**config.mk**
```make
export PLATFORM = sky130hd
export DESIGN_NAME = exec_state_status_bits
export DESIGN_NICKNAME = d
export VERILOG_FILES = /design/src/exec_state_pkg.sv /design/src/cond_block_tracker.sv /design/src/exec_state_status_bits.sv /design/src/multi_xfer_tracker.sv
export VERILOG_INCLUDE_DIRS = /design/src
export SDC_FILE = /design/constraint.sdc
export NUM_CORES = 1
export LEC_CHECK = 0
export BUFFER_PORTS_ARGS = -buffer_cell sky130_fd_sc_hd__buf_4
export CAP_MARGIN = 10
export CORE_AREA = 5 5 86 88
export CTS_BUF_LIST = sky130_fd_sc_hd__clkbuf_4
export CTS_CLUSTER_SIZE = 40
export DETAILED_ROUTE_END_ITERATION = 16
export DIE_AREA = 0 0 91 93
export GPL_TIMING_DRIVEN = 0
export SYNTH_ARGS = -nofsm -noshare
export SYNTH_HDL_FRONTEND = slang
export SYNTH_HIERARCHICAL = 1
export SYNTH_SLANG_ARGS = --single-unit
```
**constraint.sdc**
```tcl
create_clock -name clk_sys -period 3.33 [get_ports clk_sys]
set_clock_uncertainty 0.15 [all_clocks]
set_input_delay 0.333 -clock clk_sys [delete_from_list [all_inputs] [get_ports clk_sys]]
set_output_delay 0.333 -clock clk_sys [all_outputs]
set_load 0.01 [all_outputs]
```
**src/exec_state_defines.svh**
```systemverilog
// Function
// [RULE1] split exec field at 26:25 and 15:10
// [RULE2] resume state keeps 26:25 zero
// [RULE3] resume state keeps 11:10 zero
// [RULE4] interrupt pauses transfer, records next index
// [RULE5] resumed transfer restarts at recorded register
// [RULE6] up to four conditioned instructions per block
// [RULE7] block conditions equal or inverse of base
// [RULE8] set-state bit read-only, resets to one
// [RULE9] exchange branches and pc pop update bit
// [RULE10] exception return reloads bit from stack
// [RULE11] entry or reset loads bit from vector; reset here loads bit 24 of PS_RESET (one), not the vector
// [RULE12] clear state bit faults instead of executing
// [RULE13] split field read-only, resets to zero
// [RULE14] field shown only in combined, exec views
// [RULE15] software preserves reserved bits, ignores value
// [RULE16] saturation flag cleared only by software
// [RULE17] direct exec writes ignored, reads zero
// [RULE18] whole register resets to 0x0100_0000
// [RULE19] reserved bits read zero, ignore writes
`ifndef EXEC_STATE_DEFINES_SVH
`define EXEC_STATE_DEFINES_SVH
`define PS_RESET        32'h0100_0000
`define PS_SAT_BIT      27
`define PS_HI_MSB       26
`define PS_HI_LSB       25
`define PS_SET_BIT      24
`define PS_LO_MSB       15
`define PS_LO_LSB       10
`define PS_IDX_LSB      12
`define EXEC_STATE_RESET 8'h00
`define COND_BLOCK_MAX  3'h4
`endif

```
**src/exec_state_pkg.sv**
```systemverilog
package exec_state_pkg;
  typedef enum logic [1:0] {
    VIEW_COMBINED,
    VIEW_EXEC,
    VIEW_APP,
    VIEW_OTHER
  } view_sel_t;
  typedef enum logic [1:0] {
    ES_IDLE,
    ES_RESUME,
    ES_COND
  } es_mode_t;
endpackage

```
**src/cond_block_tracker.sv**
```systemverilog
`timescale 1ns/100ps
`default_nettype none
`include "exec_state_defines.svh"
module cond_block_tracker
  import exec_state_pkg::*;
(
  input  wire logic       clk_sys,
  input  wire logic       rst_n,
  input  wire logic       start,
  input  wire logic [3:0] base_cond,
  input  wire logic [3:0] mask,
  input  wire logic       step,
  input  wire logic       flush,
  output logic [7:0]      state_q
);
  logic [7:0] state_d;
  logic [3:0] next_mask;
  // shift mask left: each bit picks base or inverse condition
  assign next_mask = (state_q[2:0] == 3'h0) ? 4'h0 : {state_q[3:0] << 1};
  always_comb begin
    state_d = state_q;
    if (flush) begin
      state_d = 8'h00;
    end else if (start) begin
      state_d = {base_cond, mask}; // RULE6
    end else if (step && state_q[3:0] != 4'h0) begin
      // low bit of cond tracks the per-slot inversion
      state_d = {state_q[7:5], state_q[4] ^ state_q[3] ^ next_mask[3] ^ state_q[3], next_mask}; // RULE7
      state_d[4] = state_q[3];
      // the fourth slot still runs; the block ends only once the mask empties
      if (next_mask == 4'h0) begin
        state_d = 8'h00;
      end
    end
  end
  always_ff @(posedge clk_sys) begin
    if (!rst_n) begin
      state_q <= `EXEC_STATE_RESET;
    end else begin
      state_q <= state_d;
    end
  end
  a_cond_upper_kept: assert property (@(posedge clk_sys) disable iff (!rst_n)
    step && !start && !flush && state_q[3:0] != 4'h0 && state_d != 8'h00
    |=> state_q[7:5] == $past(state_q[7:5])) // RULE7
    else $error("base condition changed inside block");
endmodule
`default_nettype wire

```
**src/exec_state_status_bits.sv**
```systemverilog
`timescale 1ns/100ps
`default_nettype none
`include "exec_state_defines.svh"
module exec_state_status_bits
  import exec_state_pkg::*;
(
  input  wire logic        clk_sys,
  input  wire logic        rst_n,
  // transfer continuation
  input  wire logic        xfer_pause,
  input  wire logic [3:0]  xfer_next_index,
  input  wire logic        xfer_resume_done,
  output logic             xfer_resume_valid,
  output logic [3:0]       xfer_resume_index,
  // conditional block
  input  wire logic        cond_start,
  input  wire logic [3:0]  cond_base,
  input  wire logic [3:0]  cond_mask,
  input  wire logic        cond_step,
  output logic             cond_active,
  output logic [3:0]       cond_current,
  // instruction-set state sources
  input  wire logic        branch_exchange,
  input  wire logic        branch_link_exchange,
  input  wire logic        pop_to_program_counter,
  input  wire logic [31:0] branch_target,
  input  wire logic        exc_return,
  input  wire logic [31:0] stacked_status_word,
  input  wire logic        exc_entry,
  input  wire logic [31:0] vector_value,
  input  wire logic        instr_issue,
  output logic             state_fault,
  // saturation
  input  wire logic        sat_event,
  // software access
  input  wire logic        status_write_instr,
  input  wire logic        status_read_instr,
  input  wire view_sel_t   view_sel,
  input  wire logic [31:0] wr_data,
  output logic [31:0]      rd_data,
  output logic [31:0]      program_status
);
  logic       set_q;
  logic       set_d;
  logic       sat_q;
  logic       sat_d;
  logic [31:0] reset_word;
  logic       fault_q;
  logic [7:0] cond_block_state;
  logic       resume_active;
  logic [3:0] resume_idx;
  logic [7:0] exec_field;
  logic [31:0] exec_view_bits;
  logic [31:0] read_mux;
  wire        app_write;
  wire        show_exec;
  wire        set_src_branch;

  multi_xfer_tracker u_xfer (
    .clk_sys     (clk_sys),
    .rst_n       (rst_n),
    .pause       (xfer_pause),
    .next_index  (xfer_next_index),
    .resume_done (xfer_resume_done),
    .active_q    (resume_active),
    .index_q     (resume_idx)
  );

  cond_block_tracker u_cond (
    .clk_sys   (clk_sys),
    .rst_n     (rst_n),
    .start     (cond_start),
    .base_cond (cond_base),
    .mask      (cond_mask),
    .step      (cond_step),
    .flush     (xfer_pause),
    .state_q   (cond_block_state)
  );

  // one field, two meanings; resume state forces the unused bits low
  assign exec_field = resume_active ? {2'b00, resume_idx, 2'b00} // RULE2 RULE3
                                    : cond_block_state;          // RULE1
  assign xfer_resume_valid = resume_active;
  assign xfer_resume_index = resume_idx; // RULE5
  assign cond_active  = !resume_active && cond_block_state[3:0] != 4'h0;
  assign cond_current = cond_block_state[7:4];

  assign set_src_branch = branch_exchange || branch_link_exchange || pop_to_program_counter;
  assign reset_word     = `PS_RESET;

  always_comb begin
    set_d = set_q;
    if (exc_entry) begin
      set_d = vector_value[0]; // RULE11
    end else if (exc_return) begin
      set_d = stacked_status_word[`PS_SET_BIT]; // RULE10
    end else if (set_src_branch) begin
      set_d = branch_target[0]; // RULE9
    end
  end

  // software writes through the app view touch only the saturation flag
  assign app_write = status_write_instr && (view_sel == VIEW_COMBINED || view_sel == VIEW_APP);

  always_comb begin
    sat_d = sat_q;
    if (app_write && !wr_data[`PS_SAT_BIT]) begin
      sat_d = 1'b0; // RULE16
    end
    if (sat_event) begin
      sat_d = 1'b1; // set wins over a same-cycle clear
    end
  end

  always_ff @(posedge clk_sys) begin
    if (!rst_n) begin
      set_q         <= reset_word[`PS_SET_BIT]; // RULE8 RULE18
      sat_q         <= 1'b0;
      fault_q       <= 1'b0;
    end else begin
      set_q         <= set_d; // RULE8
      sat_q         <= sat_d;
      fault_q       <= instr_issue && !set_q; // RULE12
    end
  end
  assign state_fault = fault_q;

  always_comb begin
    exec_view_bits = 32'h0000_0000; // RULE19
    exec_view_bits[`PS_HI_MSB:`PS_HI_LSB] = exec_field[7:6]; // RULE13
    exec_view_bits[`PS_SET_BIT] = set_q;
    exec_view_bits[`PS_LO_MSB:`PS_LO_LSB] = exec_field[5:0];
  end

  assign program_status = exec_view_bits | ({31'h0, sat_q} << `PS_SAT_BIT);

  // direct software reads never expose execution state
  assign show_exec = 1'b0; // RULE17
  always_comb begin
    read_mux = 32'h0000_0000;
    if (view_sel == VIEW_COMBINED || view_sel == VIEW_APP) begin
      read_mux[`PS_SAT_BIT] = sat_q;
    end
    if (show_exec && (view_sel == VIEW_COMBINED || view_sel == VIEW_EXEC)) begin
      read_mux = read_mux | exec_view_bits; // RULE14
    end
  end

  always_ff @(posedge clk_sys) begin
    if (!rst_n) begin
      rd_data <= 32'h0000_0000;
    end else if (status_read_instr) begin
      rd_data <= read_mux;
    end
  end

  a_reset_value: assert property (@(posedge clk_sys)
    !rst_n |=> program_status == `PS_RESET) // RULE18
    else $error("status reset value wrong");
  a_resume_zeros: assert property (@(posedge clk_sys) disable iff (!rst_n)
    resume_active |-> program_status[26:25] == 2'b00 && program_status[11:10] == 2'b00) // RULE2
    else $error("resume state upper bits not zero");
  a_resume_index: assert property (@(posedge clk_sys) disable iff (!rst_n)
    xfer_pause |=> program_status[15:12] == $past(xfer_next_index)) // RULE4
    else $error("resume index missing from field");
  a_vector_load: assert property (@(posedge clk_sys) disable iff (!rst_n)
    exc_entry |=> program_status[24] == $past(vector_value[0])) // RULE11
    else $error("state bit not loaded from vector");
  a_return_load: assert property (@(posedge clk_sys) disable iff (!rst_n)
    exc_return && !exc_entry |=> program_status[24] == $past(stacked_status_word[24])) // RULE10
    else $error("state bit not restored on return");
  a_branch_load: assert property (@(posedge clk_sys) disable iff (!rst_n)
    set_src_branch && !exc_entry && !exc_return |=> program_status[24] == $past(branch_target[0])) // RULE9
    else $error("state bit not updated by branch");
  a_sat_sticky: assert property (@(posedge clk_sys) disable iff (!rst_n)
    sat_q && !app_write |=> sat_q) // RULE16
    else $error("saturation flag cleared by hardware");
  a_fault_clear: assert property (@(posedge clk_sys) disable iff (!rst_n)
    instr_issue && !program_status[24] |=> state_fault) // RULE12
    else $error("no fault with state bit clear");
  a_read_hidden: assert property (@(posedge clk_sys) disable iff (!rst_n)
    status_read_instr |=> rd_data[26:24] == 3'b000 && rd_data[15:10] == 6'h00) // RULE17
    else $error("exec bits visible to software read");
  a_reserved_zero: assert property (@(posedge clk_sys) disable iff (!rst_n)
    program_status[23:16] == 8'h00 && program_status[9:7] == 3'h0) // RULE19
    else $error("reserved bits not zero");

  c_pause: cover property (@(posedge clk_sys) disable iff (!rst_n) xfer_pause ##[1:8] xfer_resume_done);
  c_block: cover property (@(posedge clk_sys) disable iff (!rst_n) cond_start ##1 cond_step[*2]);
  c_fault: cover property (@(posedge clk_sys) disable iff (!rst_n) state_fault);
  c_sat:   cover property (@(posedge clk_sys) disable iff (!rst_n) sat_q ##1 !sat_q);
endmodule
`default_nettype wire

```
**src/multi_xfer_tracker.sv**
```systemverilog
`timescale 1ns/100ps
`default_nettype none
`include "exec_state_defines.svh"
module multi_xfer_tracker (
  input  wire logic       clk_sys,
  input  wire logic       rst_n,
  input  wire logic       pause,
  input  wire logic [3:0] next_index,
  input  wire logic       resume_done,
  output logic            active_q,
  output logic [3:0]      index_q
);
  always_ff @(posedge clk_sys) begin
    if (!rst_n) begin
      active_q <= 1'b0;
      index_q  <= 4'h0;
    end else if (pause) begin
      active_q <= 1'b1; // RULE4
      index_q  <= next_index;
    end else if (resume_done) begin
      active_q <= 1'b0;
      index_q  <= 4'h0;
    end
  end
  a_pause_records: assert property (@(posedge clk_sys) disable iff (!rst_n)
    pause |=> active_q && index_q == $past(next_index)) // RULE4
    else $error("paused index not recorded");
endmodule
`default_nettype wire
```
## Yosys cells after proc, flatten, opt, wreduce, memory -nomap -nowiden

Index checks and enable logic that the tools add are counted.

- Equal/unequal tests: 1
- Mux-type cells: 15
- Bitwise gates (word level): 2
- Reductions and logical operators: 22

Operators with widths:

| operator | count |
|---|---|
| 8-bit two-way mux | 4 |
| 27-bit by 28-bit bitwise OR with 28-bit output | 1 |
| 4-bit two-way mux | 3 |
| 1-bit two-way mux | 8 |
| 2-bit nonzero test | 4 |
| 1-bit logical AND | 5 |
| 4-bit logical NOT | 1 |
| 4-bit nonzero test | 1 |
| 1-bit logical NOT | 3 |
| 3-bit logical NOT | 1 |
| 1-bit logical OR | 3 |
| 3-bit nonzero test | 1 |
| 2-bit == test (second input constant) | 1 |
| 2-bit logical NOT | 1 |
| 2-bit AND reduction | 1 |
| 2-bit OR reduction | 1 |
| 1-bit inverter | 1 |

- Bits in registers: 17
- Input port bits: 157

## Depth between registers and ports, before layout

- Word-level depth: 6
- Mapped depth: 4
- Gate-level depth less buffers: 3

## Hierarchy

The synthesis kept the hierarchy.

By module, submodules not included:

| module | instances | cells an instance | area an instance (µm²) | sequential area each (µm²) |
|---|---|---|---|---|
| exec_state_status_bits | 1 | 85 | 684.4 | 80.1 |
| cond_block_tracker | 1 | 42 | 391.6 | 160.2 |
| multi_xfer_tracker | 1 | 21 | 210.2 | 100.1 |

## Worst setup path after synthesis

Ideal clock, no wire load.

- Path type: flip-flop to output port
- Start point: reg u_xfer.active_q
- End point: out program_status[12]
- Data arrival time: 1.047 ns
- Slack: 1.800 ns
- Cell stages (with the launch flop): 3
- Path buffers: 1
- Cell sequence: dfxtp_1 > clkbuf_1 > mux2_2

- Cells in the longest elaborated chain, start to end: 2

Ends and longest elaborated chain:

| item | RTL line | RTL |
|---|---|---|
| from (decl) | multi_xfer_tracker.sv:10 | `output logic active_q,` |
| from (signal assigned) | multi_xfer_tracker.sv:15 | `active_q <= 1'b0;` |
| from (signal assigned) | multi_xfer_tracker.sv:18 | `active_q <= 1'b1;` |
| from (signal assigned) | multi_xfer_tracker.sv:21 | `active_q <= 1'b0;` |
| 8-bit two-way mux | exec_state_status_bits.sv:81 | `assign exec_field = resume_active ? {2'b00, resume_idx, 2'b00}` |
| 27-bit by 28-bit bitwise OR with 28-bit output | exec_state_status_bits.sv:135 | `` assign program_status = exec_view_bits \| ({31'h0, sat_q} << `PS_SAT_BIT); `` |
| to (decl) | exec_state_status_bits.sv:41 | `output logic [31:0] program_status` |

No other way between the ends.

## Final worst setup path

- Start point: reg u_xfer.active_q
- End point: out program_status[15]

The elaborated chain is that of the path after synthesis.

==> metrics.md <==
| Metric | Value |
|---|---|
| Status | `finished clean` |
| WS Path Type | `reg -> out` |
| Final period utilization | `0.630` |
| Top cells by area, synth | `buf_4 (32%), dfxtp_1 (26%), mux2_2 (7.0%), nor2b_1 (4.4%), buf_6 (2.6%)` |
| VDD IR max | `137 uV` |
| MaxCap Viol Count | `0` |
| Starting DRC count in detailed routing | `24` |
| Clock latency on the worst-skew pair | `~280 ps` |
| # DRC | `0` |
| Startpoint Class | `register` |
| Die height | `between 90 and 100 um` |
| Syn avg cell area | `8.69 sq um` |
| Post-synth EDFFs | `0` |
| Count of input and output buffers | `53` |
| Die Wd | `91 um` |
| FFs w/ async S/R, synth | `0` |
| Global route total overflow | `0` |
| Resized Gates After CTS | `0` |
| Routability cong. | `~0.73` |
| Via count | `about 1,100` |
| Req. time, crit path | `2850 ps` |
| Rel. slew slack | `0.656` |
| Largest net degree at the start of global routing | `12` |
| Mapped Area | `1290 sq um` |
| # diodes | `0` |
| Gr usage total | `0.0756` |
| First-pass GRT wire length | `5220 um` |
| DR WL/cell | `slightly below 10 um` |
| Row count | `30` |
| Leading area contributor after synthesis | `buf_4` |
| Synth Instances | `148` |
| FMAX | `~0.48 GHz` |
| Unrepaired setup endpoints after global routing | `false` |
| Vias in the first global route | `1,106` |
| CTS root buf | `clkbuf_4` |
| Area Growth Syn to Fin | `56.2%` |
| H-tree depth | `1` |
| Max Root-Sink Buffers | `2` |
| Mean number of vias per cell | `around 3.3` |
| Fin Setup TNS | `0 ps` |
| Leak pwr | `~0.0011 uW` |
| Clock sink count | `17` |
| CP max FO | `9` |
| Post-synthesis cell type count | `34` |
| Worst-path clk slew | `90 ps` |
| Worst slew pin tran | `around 520 ps` |
| Routed Antenna Nets | `0` |
| Layout cells sized above 1 | `0.510` |
| Core area | `6570 sq um` |
| Setup bufs post-CTS | `0` |
| Post-synth top area share | `0.321` |
| Final setup viols | `0` |
| TritonCTS buffer count | `3` |
| Post-DP HPWL | `approximately 2800 um` |
| Initial Utilization | `0.196` |
| I/O pin count | `232` |
| Die ar. | `about 8500 sq um` |
| Sequential element share of the synthesized area | `0.265` |
| Endpoints failing hold | `0` |
| CTS tree | `built` |
| Cts-stage hold buffer count | `0` |
| Synth warn | `6` |
| WL final | `approximately 3200 um` |
| Post-layout net count | `approximately 420` |
| Crit end category | `primary output` |
| Initial antenna violation count | `0` |
| P per Cell Area | `approximately 260 nW/um^2` |
| Pre-Repair DR Iteration Count | `2` |
| Yosys reg bits | `17` |
| Final Critical Period | `between 2000 and 2500 ps` |
| Worst hold path class | `in -> reg` |
| Ys flop type | `dfxtp_1` |
| Crit path DAT | `approximately 1600 ps` |
| Max-slew violation count | `0` |
| Layout Utilization | `0.306` |
==> power by group <==
group	switching [uW]	total [uW]	internal [uW]
combinational	75.6	178	102
sequential	7.51	220	212
clock	60.7	115	54.6
total	144	513	369
==> per-stage QoR <==
step / hold slack (ps) / total power, uW / instances / area, sq um / worst slack [ps]
5_1_grt: 88.0 / 554 / 337 / 2010 / 1100
3_5_place_dp: 328 / 401 / 333 / 1980 / 1520
6_report: 121 / 513 / 337 / 2010 / 1230
2_1_floorplan: 301 / 340 / 200 / 1480 / 1800
4_1_cts: 112 / 521 / 337 / 2010 / 1180
3_3_place_gp: 315 / 400 / 333 / 1980 / 1510
==> sequential cells by signal, summed over array words and instances (netlist names) <==
name	count
sat_q	1
u_cond/state_q	8
rd_data	1
set_q	1
state_fault	1
u_xfer/active_q	1
u_xfer/index_q	4
==> critical path, stage by stage, from the launching register on <==
cell and delay, ps:
dfxtp_1 360, clkbuf_1 420, mux2_2 400, buf_4 140
==> synth_stat cells, types with 2 or more instances <==
cell,instances
mux2i_1,3
nand2_1,4
nand2b_1,4
buf_6,3
dfxtp_1,17
a21boi_0,2
a21oi_1,5
buf_4,55
o21ai_1,3
nand3b_1,2
nor2_1,6
nand3_1,4
nor2b_1,9
mux2_2,8
o21a_1,2
o21ai_0,3
==> cell usage in the layout (no fill, tap or decap), types with 2 or more instances in the layout <==
| cell type | synthesis | final |
|---|---|---|
| nor2b_1 | 9 | 9 |
| mux2i_1 | 3 | 3 |
| mux2_2 | 8 | 8 |
| clkbuf_4 | 0 | 4 |
| nand2b_1 | 4 | 4 |
| buf_4 | 55 | 108 |
| buf_6 | 3 | 3 |
| o21ai_1 | 3 | 3 |
| nor2_1 | 6 | 6 |
| nand3b_1 | 2 | 2 |
| o21a_1 | 2 | 2 |
| dfxtp_1 | 17 | 17 |
| conb_1 | 1 | 53 |
| a21boi_0 | 2 | 2 |
| nand3_1 | 4 | 4 |
| a21oi_1 | 5 | 5 |
| nand2_1 | 4 | 4 |
| o21ai_0 | 3 | 3 |
==> worst paths after layout <==
kind	startpoint	to	slack [ps]	depth (start not counted)
setup reg to reg	u_cond/state_q[0]	u_cond/state_q[5]	1920	3
hold / removal	sat_event	sat_q	120	2
setup / recovery	u_xfer/active_q	program_status[15]	1230	3
hold reg to reg	rd_data[27]	rd_data[27]	340	2
==> cells by family after synthesis <==
logic type             share of synthesized area
buffers and inverters                      0.353
flip-flops                                 0.265
AND/OR/NAND/NOR                            0.186
AO/OA/AOI/OAI                              0.100
multiplexers                              0.0934
other                                    0.00292
==> cell type report <==
| cell class | instances | area [sq um] |
|---|---|---|
| Buffer | 59 | 450 |
| Multi-Input combinational cell | 123 | 687 |
| Timing Repair Buffer | 53 | 398 |
| Fill cell | 718 | 4560 |
| Clock buffer | 4 | 30.0 |
| Inverter | 1 | 3.75 |
| Tap cell | 80 | 100 |
| Sequential cell | 17 | 340 |
==> metal layers <==
metal / track usage / wire length [um] / part of all wire
met1: 0.0841 / 1270 / 0.39
met2: 0.117 / 1420 / 0.44
met3: 0.0579 / 544 / 0.17
met4: 0.0110 / 13 / 0.0040
met5: 0 / 0 / 0
Power figures use the tool's default switching activity.
